**config.mk**
```make
export PLATFORM = sky130hd
export DESIGN_NAME = tal_alert_top
export DESIGN_NICKNAME = d
export VERILOG_FILES = /design/src/logic/tal_pkg.sv /design/src/logic/tal_eval_if.sv /design/src/logic/tal_limit_eval.sv /design/src/logic/tal_alert_top.sv
export SDC_FILE = /design/constraint.sdc
export NUM_CORES = 1
export LEC_CHECK = 0
export ABC_AREA = 0
export BUFFER_PORTS_ARGS = -buffer_cell sky130_fd_sc_hd__buf_2
export CORE_MARGIN = 1
export CORE_UTILIZATION = 45
export CTS_BUF_LIST = sky130_fd_sc_hd__clkbuf_16
export DETAILED_ROUTE_END_ITERATION = 6
export HOLD_SLACK_MARGIN = 0.15
export SYNTH_ARGS = -nofsm -noshare
export SYNTH_HDL_FRONTEND = slang
export SYNTH_SLANG_ARGS = --single-unit
export TNS_END_PERCENT = 30
```
**constraint.sdc**
```tcl
create_clock -name clk_i -period 4.9 [get_ports clk_i]
set_input_delay 0.245 -clock clk_i [delete_from_list [all_inputs] [get_ports clk_i]]
set_output_delay 0.245 -clock clk_i [all_outputs]
set_load 0.01 [all_outputs]
```
**src/logic/tal_pkg.sv**
```systemverilog
// Constants of the temperature alert limit and gating block
// Summary of operation
// - Disabled source keeps flag, never raises pin
// - Disabled active alert holds until read/conversion
// - Mask bit 4 gates checksum flag, resets 1
// - Mask bit 3 gates slew flag/status, resets 0
// - Mask bit 2 gates high flag/status, resets 1
// - Mask bit 1 gates low flag/status, resets 1
// - Mask bit 0 gates data-ready flag, resets 0
// - Low threshold bits 15:2, 14-bit signed
// - Low threshold resets to F380h
// - High threshold bits 15:2, resets 2A80h
// - High not above low: limits ignored
// - Threshold bits 1:0 always read zero
// - High release equals high minus hysteresis
// - Low release equals low plus hysteresis
// - Hysteresis register resets to 0A0Ah
// - Mode bit: 0 latched, 1 live
// - High status holds until below release
// - Low status holds until above release
// - Latched flags clear on status read
`default_nettype none
package tal_pkg;
  // ****************************************
  // Register map
  // ****************************************
  localparam int ADDR_W = 4;
  localparam int DATA_W = 16;
  localparam logic [ADDR_W-1:0] ADDR_MASK = 4'h4;
  localparam logic [ADDR_W-1:0] ADDR_LOW = 4'h5;
  localparam logic [ADDR_W-1:0] ADDR_HIGH = 4'h6;
  localparam logic [ADDR_W-1:0] ADDR_HYST = 4'h7;
  localparam logic [DATA_W-1:0] RST_MASK = 16'h0016;
  localparam logic [DATA_W-1:0] RST_LOW = 16'hF380;
  localparam logic [DATA_W-1:0] RST_HIGH = 16'h2A80;
  localparam logic [DATA_W-1:0] RST_HYST = 16'h0A0A;
  localparam logic [DATA_W-1:0] MASK_WR_BITS = 16'h001F;
  localparam logic [DATA_W-1:0] LIMIT_WR_BITS = 16'hFFFC;
  // ****************************************
  // Field positions
  // ****************************************
  localparam int SRC_N = 5;
  localparam int SRC_DRDY = 0;
  localparam int SRC_LOW = 1;
  localparam int SRC_HIGH = 2;
  localparam int SRC_SLEW = 3;
  localparam int SRC_CRC = 4;
  localparam int LIMIT_LSB = 2;
  localparam int TEMP_W = 14;
  localparam int HYST_W = 8;
  localparam int HYST_HI_LSB = 8;
  localparam int HYST_LO_LSB = 0;
  // Half a degree is sixteen steps of the temperature scale
  localparam int HYST_SHIFT = 4;
  localparam int CMP_W = 16;
  localparam logic MODE_INTERRUPT = 1'b0;
  localparam logic MODE_COMPARATOR = 1'b1;
endpackage
`default_nettype wire

```
**src/logic/tal_eval_if.sv**
```systemverilog
// Signals between register bank and limit evaluator
`default_nettype none
interface tal_eval_if;
  import tal_pkg::*;
  logic conv_stb;
  logic [TEMP_W-1:0] temp;
  logic [TEMP_W-1:0] low_lim;
  logic [TEMP_W-1:0] high_lim;
  logic [HYST_W-1:0] hyst_hi;
  logic [HYST_W-1:0] hyst_lo;
  logic hi_live;
  logic lo_live;
  logic hi_evt;
  logic lo_evt;
  modport bank (output conv_stb, temp, low_lim, high_lim, hyst_hi, hyst_lo,
                input hi_live, lo_live, hi_evt, lo_evt);
  modport eval (input conv_stb, temp, low_lim, high_lim, hyst_hi, hyst_lo,
                output hi_live, lo_live, hi_evt, lo_evt);
endinterface
`default_nettype wire

```
**src/logic/tal_limit_eval.sv**
```systemverilog
// Per-conversion threshold and hysteresis evaluator
`default_nettype none
module tal_limit_eval
  import tal_pkg::*;
(
  input wire logic clk_i,
  input wire logic nrst_i,
  tal_eval_if.eval ev
);
  // ****************************************
  // Arithmetic
  // ****************************************
  function automatic logic signed [CMP_W-1:0] sx(input logic [TEMP_W-1:0] v);
    sx = CMP_W'(signed'(v));
  endfunction

  function automatic logic signed [CMP_W-1:0] hx(input logic [HYST_W-1:0] h);
    hx = signed'(CMP_W'({h, HYST_SHIFT'(0)}));
  endfunction

  wire logic signed [CMP_W-1:0] t_w = sx(ev.temp);
  wire logic signed [CMP_W-1:0] lo_w = sx(ev.low_lim);
  wire logic signed [CMP_W-1:0] hi_w = sx(ev.high_lim);
  wire logic signed [CMP_W-1:0] hi_rel_w = hi_w - hx(ev.hyst_hi);
  wire logic signed [CMP_W-1:0] lo_rel_w = lo_w + hx(ev.hyst_lo);
  wire logic limits_ok_w = hi_w > lo_w;
  wire logic eval_w = ev.conv_stb && limits_ok_w;

  logic hi_r;
  logic lo_r;
  logic hi_evt_r;
  logic lo_evt_r;
  wire logic hi_nxt = hi_r ? !(t_w < hi_rel_w) : (t_w > hi_w);
  wire logic lo_nxt = lo_r ? !(t_w > lo_rel_w) : (t_w < lo_w);

  // ****************************************
  // Live status
  // ****************************************
  always_ff @(posedge clk_i or negedge nrst_i) begin
    if (!nrst_i) begin
      hi_r <= 1'b0;
      lo_r <= 1'b0;
      hi_evt_r <= 1'b0;
      lo_evt_r <= 1'b0;
    end else begin
      hi_evt_r <= eval_w && (hi_nxt != hi_r);
      lo_evt_r <= eval_w && (lo_nxt != lo_r);
      if (eval_w) begin
        hi_r <= hi_nxt;
        lo_r <= lo_nxt;
      end
    end
  end

  assign ev.hi_live = hi_r;
  assign ev.lo_live = lo_r;
  assign ev.hi_evt = hi_evt_r;
  assign ev.lo_evt = lo_evt_r;
endmodule
`default_nettype wire

```
**src/logic/tal_alert_top.sv**
```systemverilog
// Alert mask, limit and hysteresis registers with alert pin gating
`default_nettype none
module tal_alert_top
  import tal_pkg::*;
#(
  parameter int TEMP_BITS = TEMP_W
)
(
  input wire logic clk_i,
  input wire logic nrst_i,
  input wire logic [ADDR_W-1:0] reg_addr_i,
  input wire logic reg_wr_i,
  input wire logic reg_rd_i,
  input wire logic [DATA_W-1:0] reg_wdata_i,
  output logic [DATA_W-1:0] reg_rdata_o,
  input wire logic mode_i,
  input wire logic status_rd_i,
  input wire logic result_rd_i,
  input wire logic conv_done_i,
  input wire logic [DATA_W-1:0] conv_temp_i,
  input wire logic slew_evt_i,
  input wire logic crc_err_i,
  output logic [SRC_N-1:0] flags_o,
  output logic hi_live_o,
  output logic lo_live_o,
  output logic slew_live_o,
  output logic alert_o
);
  // ****************************************
  // Elaboration check
  // ****************************************
  if (TEMP_BITS != TEMP_W) begin : g_bad_width
    $error("temperature width must be 14");
  end

  // ****************************************
  // Register decode
  // ****************************************
  logic [DATA_W-1:0] mask_r;
  logic [DATA_W-1:0] low_r;
  logic [DATA_W-1:0] high_r;
  logic [DATA_W-1:0] hyst_r;
  logic [DATA_W-1:0] rdata_r;

  wire logic wr_mask_w = reg_wr_i && (reg_addr_i == ADDR_MASK);
  wire logic wr_low_w = reg_wr_i && (reg_addr_i == ADDR_LOW);
  wire logic wr_high_w = reg_wr_i && (reg_addr_i == ADDR_HIGH);
  wire logic wr_hyst_w = reg_wr_i && (reg_addr_i == ADDR_HYST);

  wire logic [DATA_W-1:0] mask_nxt = reg_wdata_i & MASK_WR_BITS;
  wire logic [DATA_W-1:0] limit_nxt = reg_wdata_i & LIMIT_WR_BITS;

  logic [DATA_W-1:0] rdata_nxt;
  always_comb begin
    case (reg_addr_i)
      ADDR_MASK: rdata_nxt = mask_r;
      ADDR_LOW: rdata_nxt = low_r;
      ADDR_HIGH: rdata_nxt = high_r;
      ADDR_HYST: rdata_nxt = hyst_r;
      default: rdata_nxt = '0;
    endcase
  end

  always_ff @(posedge clk_i or negedge nrst_i) begin
    if (!nrst_i) begin
      mask_r <= RST_MASK;
      low_r <= RST_LOW;
      high_r <= RST_HIGH;
      hyst_r <= RST_HYST;
    end else begin
      if (wr_mask_w) begin
        mask_r <= mask_nxt;
      end
      if (wr_low_w) begin
        low_r <= limit_nxt;
      end
      if (wr_high_w) begin
        high_r <= limit_nxt;
      end
      if (wr_hyst_w) begin
        hyst_r <= reg_wdata_i;
      end
    end
  end

  always_ff @(posedge clk_i or negedge nrst_i) begin
    if (!nrst_i) begin
      rdata_r <= '0;
    end else if (reg_rd_i) begin
      rdata_r <= rdata_nxt;
    end
  end

  assign reg_rdata_o = rdata_r;

  // ****************************************
  // Limit evaluator
  // ****************************************
  tal_eval_if ev_if ();

  assign ev_if.conv_stb = conv_done_i;
  assign ev_if.temp = conv_temp_i[DATA_W-1:LIMIT_LSB];
  assign ev_if.low_lim = low_r[DATA_W-1:LIMIT_LSB];
  assign ev_if.high_lim = high_r[DATA_W-1:LIMIT_LSB];
  assign ev_if.hyst_hi = hyst_r[HYST_HI_LSB +: HYST_W];
  assign ev_if.hyst_lo = hyst_r[HYST_LO_LSB +: HYST_W];

  tal_limit_eval u_eval (
    .clk_i(clk_i),
    .nrst_i(nrst_i),
    .ev(ev_if.eval)
  );

  // ****************************************
  // Latched flags and live slew status
  // ****************************************
  logic [SRC_N-1:0] flag_r;
  logic slew_live_r;

  wire logic [SRC_N-1:0] flag_set_w = {
    crc_err_i,
    conv_done_i && slew_evt_i,
    ev_if.hi_evt,
    ev_if.lo_evt,
    conv_done_i
  };

  // Data-ready also clears on a result read
  wire logic [SRC_N-1:0] flag_clr_w = {
    {(SRC_N-1){status_rd_i}},
    status_rd_i || result_rd_i
  };

  // Set wins over clear; flags set whatever the mask says
  wire logic [SRC_N-1:0] flag_nxt = flag_set_w | (flag_r & ~flag_clr_w);

  always_ff @(posedge clk_i or negedge nrst_i) begin
    if (!nrst_i) begin
      flag_r <= '0;
      slew_live_r <= 1'b0;
    end else begin
      flag_r <= flag_nxt;
      if (conv_done_i) begin
        slew_live_r <= slew_evt_i;
      end
    end
  end

  // ****************************************
  // Source selection and pin gating
  // ****************************************
  wire logic comp_w = (mode_i == MODE_COMPARATOR);

  wire logic [SRC_N-1:0] src_w = {
    flag_r[SRC_CRC],
    comp_w ? slew_live_r : flag_r[SRC_SLEW],
    comp_w ? ev_if.hi_live : flag_r[SRC_HIGH],
    comp_w ? ev_if.lo_live : flag_r[SRC_LOW],
    flag_r[SRC_DRDY]
  };

  wire logic [SRC_N-1:0] en_w = mask_r[SRC_N-1:0];
  wire logic gated_w = |(src_w & en_w);

  // Disabling an active source while the pin is up keeps it up
  wire logic hold_set_w = wr_mask_w && alert_o &&
                          (|(src_w & en_w & ~mask_nxt[SRC_N-1:0]));
  wire logic hold_clr_w = status_rd_i || conv_done_i;

  logic hold_r;
  logic alert_r;

  always_ff @(posedge clk_i or negedge nrst_i) begin
    if (!nrst_i) begin
      hold_r <= 1'b0;
      alert_r <= 1'b0;
    end else begin
      hold_r <= hold_set_w || (hold_r && !hold_clr_w);
      alert_r <= gated_w || hold_r;
    end
  end

  // ****************************************
  // Outputs
  // ****************************************
  assign alert_o = alert_r;
  assign flags_o = flag_r;
  assign hi_live_o = ev_if.hi_live;
  assign lo_live_o = ev_if.lo_live;
  assign slew_live_o = slew_live_r;
endmodule
`default_nettype wire

```
==> results of run 1 <==
[final cells by class]
cell class,count,area [sq um]
clock buffer,9,225
clock inverter,7,138
fill,1131,5490
inverter,64,240
multi-input combinational,448,3260
sequential,77,1950
tap,147,184
timing repair buffer,86,523
[worst reg2reg max path, delay by kind of cell (launching register included)]
kind / cells / cell delay [ns]
AOI/OAI and AO/OA: 7 / 1.44
and+or+nand+nor: 4 / 0.88
DFF: 1 / 0.40
buffers and inverters: 2 / 0.22
adders and majority gates: 3 / 0.96
[metrics by stage]
step | hold WS, ns | setup WS [ns] | utilization [%] | instance area (sq um)
CTS | 0.160 | 0.915 | 54.3 | 6520
finish | 0.164 | 0.927 | 54.3 | 6520
global placement | 0.415 | 1.01 | 49.8 | 5980
floorplan | -0.0506 | 1.37 | - | 5530
global route | 0.180 | 0.631 | 54.3 | 6520
detailed placement | 0.423 | 0.935 | 49.8 | 5980
[worst max path at each step]
stage	endpoint	cells past startpoint	start	slack, ns
final	u_eval.ev.hi_evt	16	high_r[6]	0.93
after CTS	u_eval.ev.hi_evt	16	high_r[6]	0.91
after global placement	u_eval.ev.hi_evt	16	high_r[6]	1.01
after floorplan	u_eval.ev.hi_evt	16	high_r[6]	1.37
after global routing	u_eval.ev.hi_evt	16	high_r[6]	0.63
after detailed placement	u_eval.ev.hi_evt	16	high_r[6]	0.94
[state kept, by name, indices dropped and copies added, names as in the netlist, 5 cells and up]
| signal | cells |
|---|---|
| hyst_r | 16 |
| flags_o | 5 |
| low_r | 14 |
| reg_rdata_o | 16 |
| high_r | 14 |
| mask_r | 5 |
[what timing repair did]
action / CTS / global route
hold buffers: 18 / 0
setup endpoints to repair: 0 / 0
endpoints found under the hold margin: 84 / 0
[report_power, final]
part	internal [uW]	total (uW)	switching (uW)	leakage (uW)
logic	601	1370	767	0.00201
clock network	547	816	269	0.000177
registers	792	924	132	0.000928
total	1940	3110	1170	0.00311
[cells by family after synthesis]
logic type,synth area share [%]
AND/OR/NAND/NOR,14.5
AO/OA/AOI/OAI,19.5
buffers and inverters,5.83
adder cells (fa/ha/maj),18.8
flip-flops,35.2
XOR/XNOR,2.37
multiplexers,3.66
[cells in the final DEF (no fill, tap or decap), types with 4 or more instances in the layout]
master	n
o22ai_1	15
o21a_1	5
a21oi_1	20
nand3_1	12
ha_1	80
bufinv_16	4
clkbuf_16	9
nor2b_1	12
o21ai_0	61
xor2_1	8
dlygate4sd3_1	18
xnor2_1	7
o211ai_1	8
nand4_1	11
inv_1	64
nand2b_1	4
dfstp_2	18
a21o_1	11
nand2_1	83
dfrtp_1	59
a211oi_1	4
nor3_1	8
a22oi_1	13
nor2_1	23
mux2_2	11
buf_2	67
[metal layers]
layer  part of all wire (%)  track usage, %
met5                      0               0
met2                     50            44.7
met4                    3.1            10.6
met3                    3.9            5.30
met1                     43            30.4
==> results.md, run 1 <==
* Outcome: finished, final reports clean
* Cell Pwr Density at 477 nW/um^2
* Worst R2R End: u_eval.ev.hi_evt
* Final nets at 814
* Chip height at 113 microns
* Clk sinks at 77
* Most frequent cell after synthesis: nand2_1
* Crit path DAT at 4.23 ns
* Crit-path max FO at 5
* Port bufs at between 60 and 70
* Worst-path clk slew at 0.06 ns
* Routed wire length at 15100 microns
* Warnings from Yosys at 0
* Global-route wire length before repair at 24500 microns
* Starting Density at 46.1%
* Post-Syn Nets at 736
* Syn_area_per_cell at between 9 and 10 sq um
* Number of max-cap violations at 0
* Hold endpoint: mask_r[3]
* Gr usage total at 25.5%
* Share of layout cells above drive strength 1 at 18.2%
* Worst vdd ir at about 200 uV
* Post-CTS sizing at 0
* Post-synthesis async set-or-reset flop share at 100%
* Critical Path Slowest Stage Cell: or4_1
* DRC at 0
* Reg-to-reg slack, setup at 0.93 ns
* GP Congestion at 0.861
* Ys flop type: dfrtp_1
* N_diodes at 0
* TritonRoute pass-1 iters at 6
* Crit path cell chain: inv_1 -> ha_1 -> inv_1 -> fa_1 -> a21o_1 -> a21oi_1 -> nor2b_1 -> o21a_1 -> o41ai_2 -> a21oi_1 -> ha_1 -> and4_4 -> a21oi_1 -> nand3_2 -> or4_1 -> a31oi_1
* Synth top cells by count: nand2_1 (83), ha_1 (80), inv_1 (64)
* Antenna violations before repair at 0
* Startpoint Class: flop
* Final HPWL DP at 11800 microns
* Upper clock frequency limit at 252 MHz
* Largest area contributor in the netlist: dfrtp_1
* Mapped Area at 5530 sq um
* RSZ-0062 raised after global routing: no
* CP most frequent cell: a21oi_1
* Largest net degree at the start of global routing at approximately 80
* Die area at 12700 sq um
* Average wire per standard cell at 18.0 microns
* CTS Buf Count at 9
* H-tree levels at 3
* Hold Path Class: in2reg
* Netlist cell types at 59
* Setup_tns at 0 ns
* Crit path max-delay family: compound AO/OA/AOI/OAI gates
* Num ports at 71
* Remaining antenna violation count at 0
* Register bit count reported by yosys at 77
* Hold Path Cell Cnt at 3
* Non-Filler Instances at approximately 840
* Number of global-route vias before repair at around 4900
* Max Transition Viols Final at 0
* Core Footprint at about 12000 sq um
* Routed vias at 4803
* Crit Path Class: reg2reg
* Final-report setup violation count at 0
* Post-Synthesis Cells at 608
* CTS tree: done
* Worst Path Required at just over 5 ns
* Row Count at 40
* Min-delay src: reg_wdata_i[3]
* Register area share after synthesis at 35.2%
* Final hold violations at 0
* Total power at 3110 uW
* Worst-Skew Late Latency at 0.35 ns
* 1st-iter DRT viols at 262
* Total gr overflow at 0
* Horiz. Die Dim at approximately 110 microns
* Max-slew headroom at 33.4%
* Worst-case reg-to-reg path depth at 16
* Crit path largest cell delay at 0.51 ns
* CTS Buffer Depth at 2
* Slew at the pin with the worst max-slew slack at 0.999 ns
* Placed cells at 804
* Fin crit share at 81.1%
* Post-DR vias/cell at 5.73
* Post-synth EDFFs at 0
* Area share of the largest cell type after synthesis at 26.7%
* Clock Skews at 0.00588 ns
* Area Growth Syn to Fin at 17.8%
* Root Driver: clkbuf_16
* Tmin final at 3.97 ns
* Crit. End Element: flop
* FF-to-FF Start: high_r[6]
* Setup Fix Bufs, Post-CTS at 0
* Top cells by area, synth: dfrtp_1 (27%), ha_1 (18%), dfstp_2 (8.5%), nand2_1 (5.6%), o21ai_0 (5.5%)
* LEAKAGE at approximately 0.0031 uW
* Worst Path Buf+Inv at 2
No activity file was read; power rests on OpenSTA's default activity.
==> inputs of run 2 (changes only) <==
==> constraint.sdc (replaced) <==
create_clock -name clk_i -period 3.9 [get_ports clk_i]
set_input_delay 0.195 -clock clk_i [delete_from_list [all_inputs] [get_ports clk_i]]
set_output_delay 0.195 -clock clk_i [all_outputs]
set_load 0.01 [all_outputs]
==> results.md, run 2 (synthesis gave the netlist of run 1 again) <==
* Outcome: finished, final reports clean
* Row Count at 40 (unchanged)
* Clk sinks at 77 (unchanged)
* Number of global-route vias before repair at 4716 (-3.7%)
* Worst-path clk slew at 0.06 ns (about the same)
* Final-report setup violation count at 0 (unchanged)
* GP Congestion at 0.858 (-0.33%)
* Seq pwr share at 31.1% (+1.4 points)
* Final nets at 824 (+1.2%)
* Tmin final at 3.69 ns (-0.280 ns)
* N_diodes at 0 (unchanged)
* Num ports at 71 (unchanged)
* CTS Buffer Depth at 2 (unchanged)
* Die area at 12700 sq um (unchanged)
* Core Footprint at 12000 sq um (unchanged)
* Total gr overflow at 0 (unchanged)
* Max Transition Viols Final at 0 (unchanged)
* H-tree levels at 3 (unchanged)
* Critical Path Start: high_r[6]
* Logic pwr share at 47.3% (+3.3 points)
* CTS tree: done
* Routed vias at 4873 (+1.5%)
* Placed cells at 807 (+0.37%)
* Crit path capture: u_eval.ev.hi_evt
* Setup_tns at 0 ns (unchanged)
* FF-to-FF Start: high_r[6]
* Routed wire length at 15500 microns (+2.7%)
* Starting Density at 46.1% (unchanged)
* Upper clock frequency limit at 271 MHz (+7.6%)
* Fin crit share at 94.7% (+14 points)
* Clock Skews at 0.00695 ns (+0.00107 ns)
* Hold Path Class: in2reg
* Post-DR vias/cell at 5.75 (+0.26%)
* Startpoint Class: flop
* Non-Filler Instances at 848 (+1.2%)
* Antenna violations before repair at 0 (unchanged)
* Crit. End Element: flop
* LEAKAGE at 0.00313 uW (+0.68%)
* Largest net degree at the start of global routing at 78 (unchanged)
* Switching share of power at 39.4% (+1.8 points)
* Worst-case reg-to-reg path depth at 16 (unchanged)
* Fin util at 54.7% (+0.37 points)
* Number of max-cap violations at 0 (unchanged)
* Sw power at 1480 uW (+27%)
* Reg-to-reg slack, setup at 0.21 ns (-0.72 ns)
* RSZ-0062 raised after global routing: no
* Filler cells at 1110 (-1.9%)
* CTS Buf Count at 9 (unchanged)
* Gr usage total at 25.3% (-0.17 points)
* Slew at the pin with the worst max-slew slack at 1.00 ns (+0.00164 ns)
* Max-slew headroom at 33.3% (-0.11 points)
* Worst Path Required at 4.17 ns (-0.99 ns)
* Internal power at 2280 uW (+17%)
* Crit Path Class: reg2reg
* Crit-path max FO at 3 (-2)
* Cell Pwr Density at 572 nW/um^2 (+20%)
* Port bufs at 68 (unchanged)
* Global-route wire length before repair at 24200 microns (-1.2%)
* Chip height at 113 microns (unchanged)
* Final HPWL DP at 12000 microns (+1.8%)
* Crit path DAT at 3.96 ns (-0.27 ns)
* Horiz. Die Dim at 113 microns (unchanged)
* Most frequent cells in the layout: nand2_1 (83), ha_1 (80), buf_2 (67), inv_1 (65), o21ai_0 (61)
* Worst-Skew Late Latency at 0.34 ns (about the same)
* Worst vdd ir at 281 uV (+40%)
* TritonRoute pass-1 iters at 7 (+1)
* Root Driver: clkbuf_16
* Area Growth Syn to Fin at 18.7%
* Commonest non-fill, non-tap cell in the layout: nand2_1
* Remaining antenna violation count at 0 (unchanged)
* DRC at 0 (unchanged)
* Power share of the clock group at 21.6% (-4.7 points)
* Final hold violations at 0 (unchanged)
* 1st-iter DRT viols at 297 (+13%)
* Worst R2R End: u_eval.ev.hi_evt
* Share of layout cells above drive strength 1 at 19.0% (+0.74 points)
* Average wire per standard cell at 18.3 microns (+1.4%)
run 2: changes by cell type in the layout (fill, tap and decap cells not counted):
cell	previous run	this run
buf_4	1	6
dlygate4sd3_1	18	23
a21oi_1	20	17
a21oi_2	0	3
bufinv_16	4	1
o41ai_2	2	0
o41ai_4	0	2
clkinv_1	1	2
fa_1	2	1
fa_2	0	1
inv_1	64	65
inv_2	0	1
run 2: how the worst min path moves through the flow:
stage | startpoint | to | slack (ns) | depth (start not counted)
3_5_place_dp | crc_err_i | flags_o[4] | 0.38 | 2
5_1_grt | mode_i | alert_o | 0.29 | 4
2_1_floorplan | nrst_i | alert_o | -0.10 | 0
6_report | reg_addr_i[3] | reg_rdata_o[3] | 0.25 | 4
4_1_cts | reg_addr_i[3] | reg_rdata_o[3] | 0.24 | 4
3_3_place_gp | crc_err_i | flags_o[4] | 0.38 | 2
run 2: power groups by stage:
stage | registers (uW) | clock network [uW] | logic [uW]
after floorplan | 1120 | 0 | 1230
after global placement | 1170 | 0 | 1620
after detailed placement | 1180 | 0 | 1690
after CTS | 1170 | 830 | 1720
after global routing | 1190 | 860 | 1980
final | 1170 | 811 | 1780
run 2: area by class of cell:
cell class	count	area [sq um]	share of cell area (%)
Inverter	64	240	3.66
Clock inverter	7	58.8	0.896
Tap cell	147	184	2.80
Timing Repair Buffer	96	611	9.30
Multi-Input combinational cell	448	3300	50.2
Sequential cell	77	1950	29.7
Clock buffer	9	225	3.43
run 2: layer usage:
metal | global-route usage (%) | part of all wire (%) | up-vias
li1 | - | - | 2351
met1 | 30.6 | 43 | 2351
met2 | 44.4 | 50 | 141
met3 | 5.41 | 4.5 | 30
met4 | 9.30 | 3.0 | 0
met5 | 0 | 0 | -
run 2: repair_timing:
item,in CTS,in global routing
gates resized for setup,0,7
hold buffers,23,0
endpoints found under the setup margin,0,2
setup buffers,0,2
hold endpoints to repair,108,0
run 2: critical path, cell delays in order, from the launching register on:
cell and delay, ns:
dfrtp_1 0.40, inv_2 0.10, ha_1 0.18, inv_1 0.06, fa_2 0.35, a21o_1 0.17
a21oi_2 0.14, nor2b_1 0.06, o21a_1 0.21, o41ai_4 0.34, xnor2_1 0.16, ha_1 0.27
and4_4 0.22, a21oi_2 0.17, nand3_2 0.10, or4_1 0.51, a31oi_1 0.16
run 2: through the flow:
step	instance area, sq um	power [uW]	hold slack, ns	worst slack (ns)
2_1_floorplan	5530	2350	-0.101	0.371
3_3_place_gp	6000	2790	0.382	0.120
3_5_place_dp	6000	2870	0.384	0.0415
4_1_cts	6510	3710	0.241	0.0220
5_1_grt	6570	4030	0.286	0.00441
6_report	6570	3750	0.246	0.207
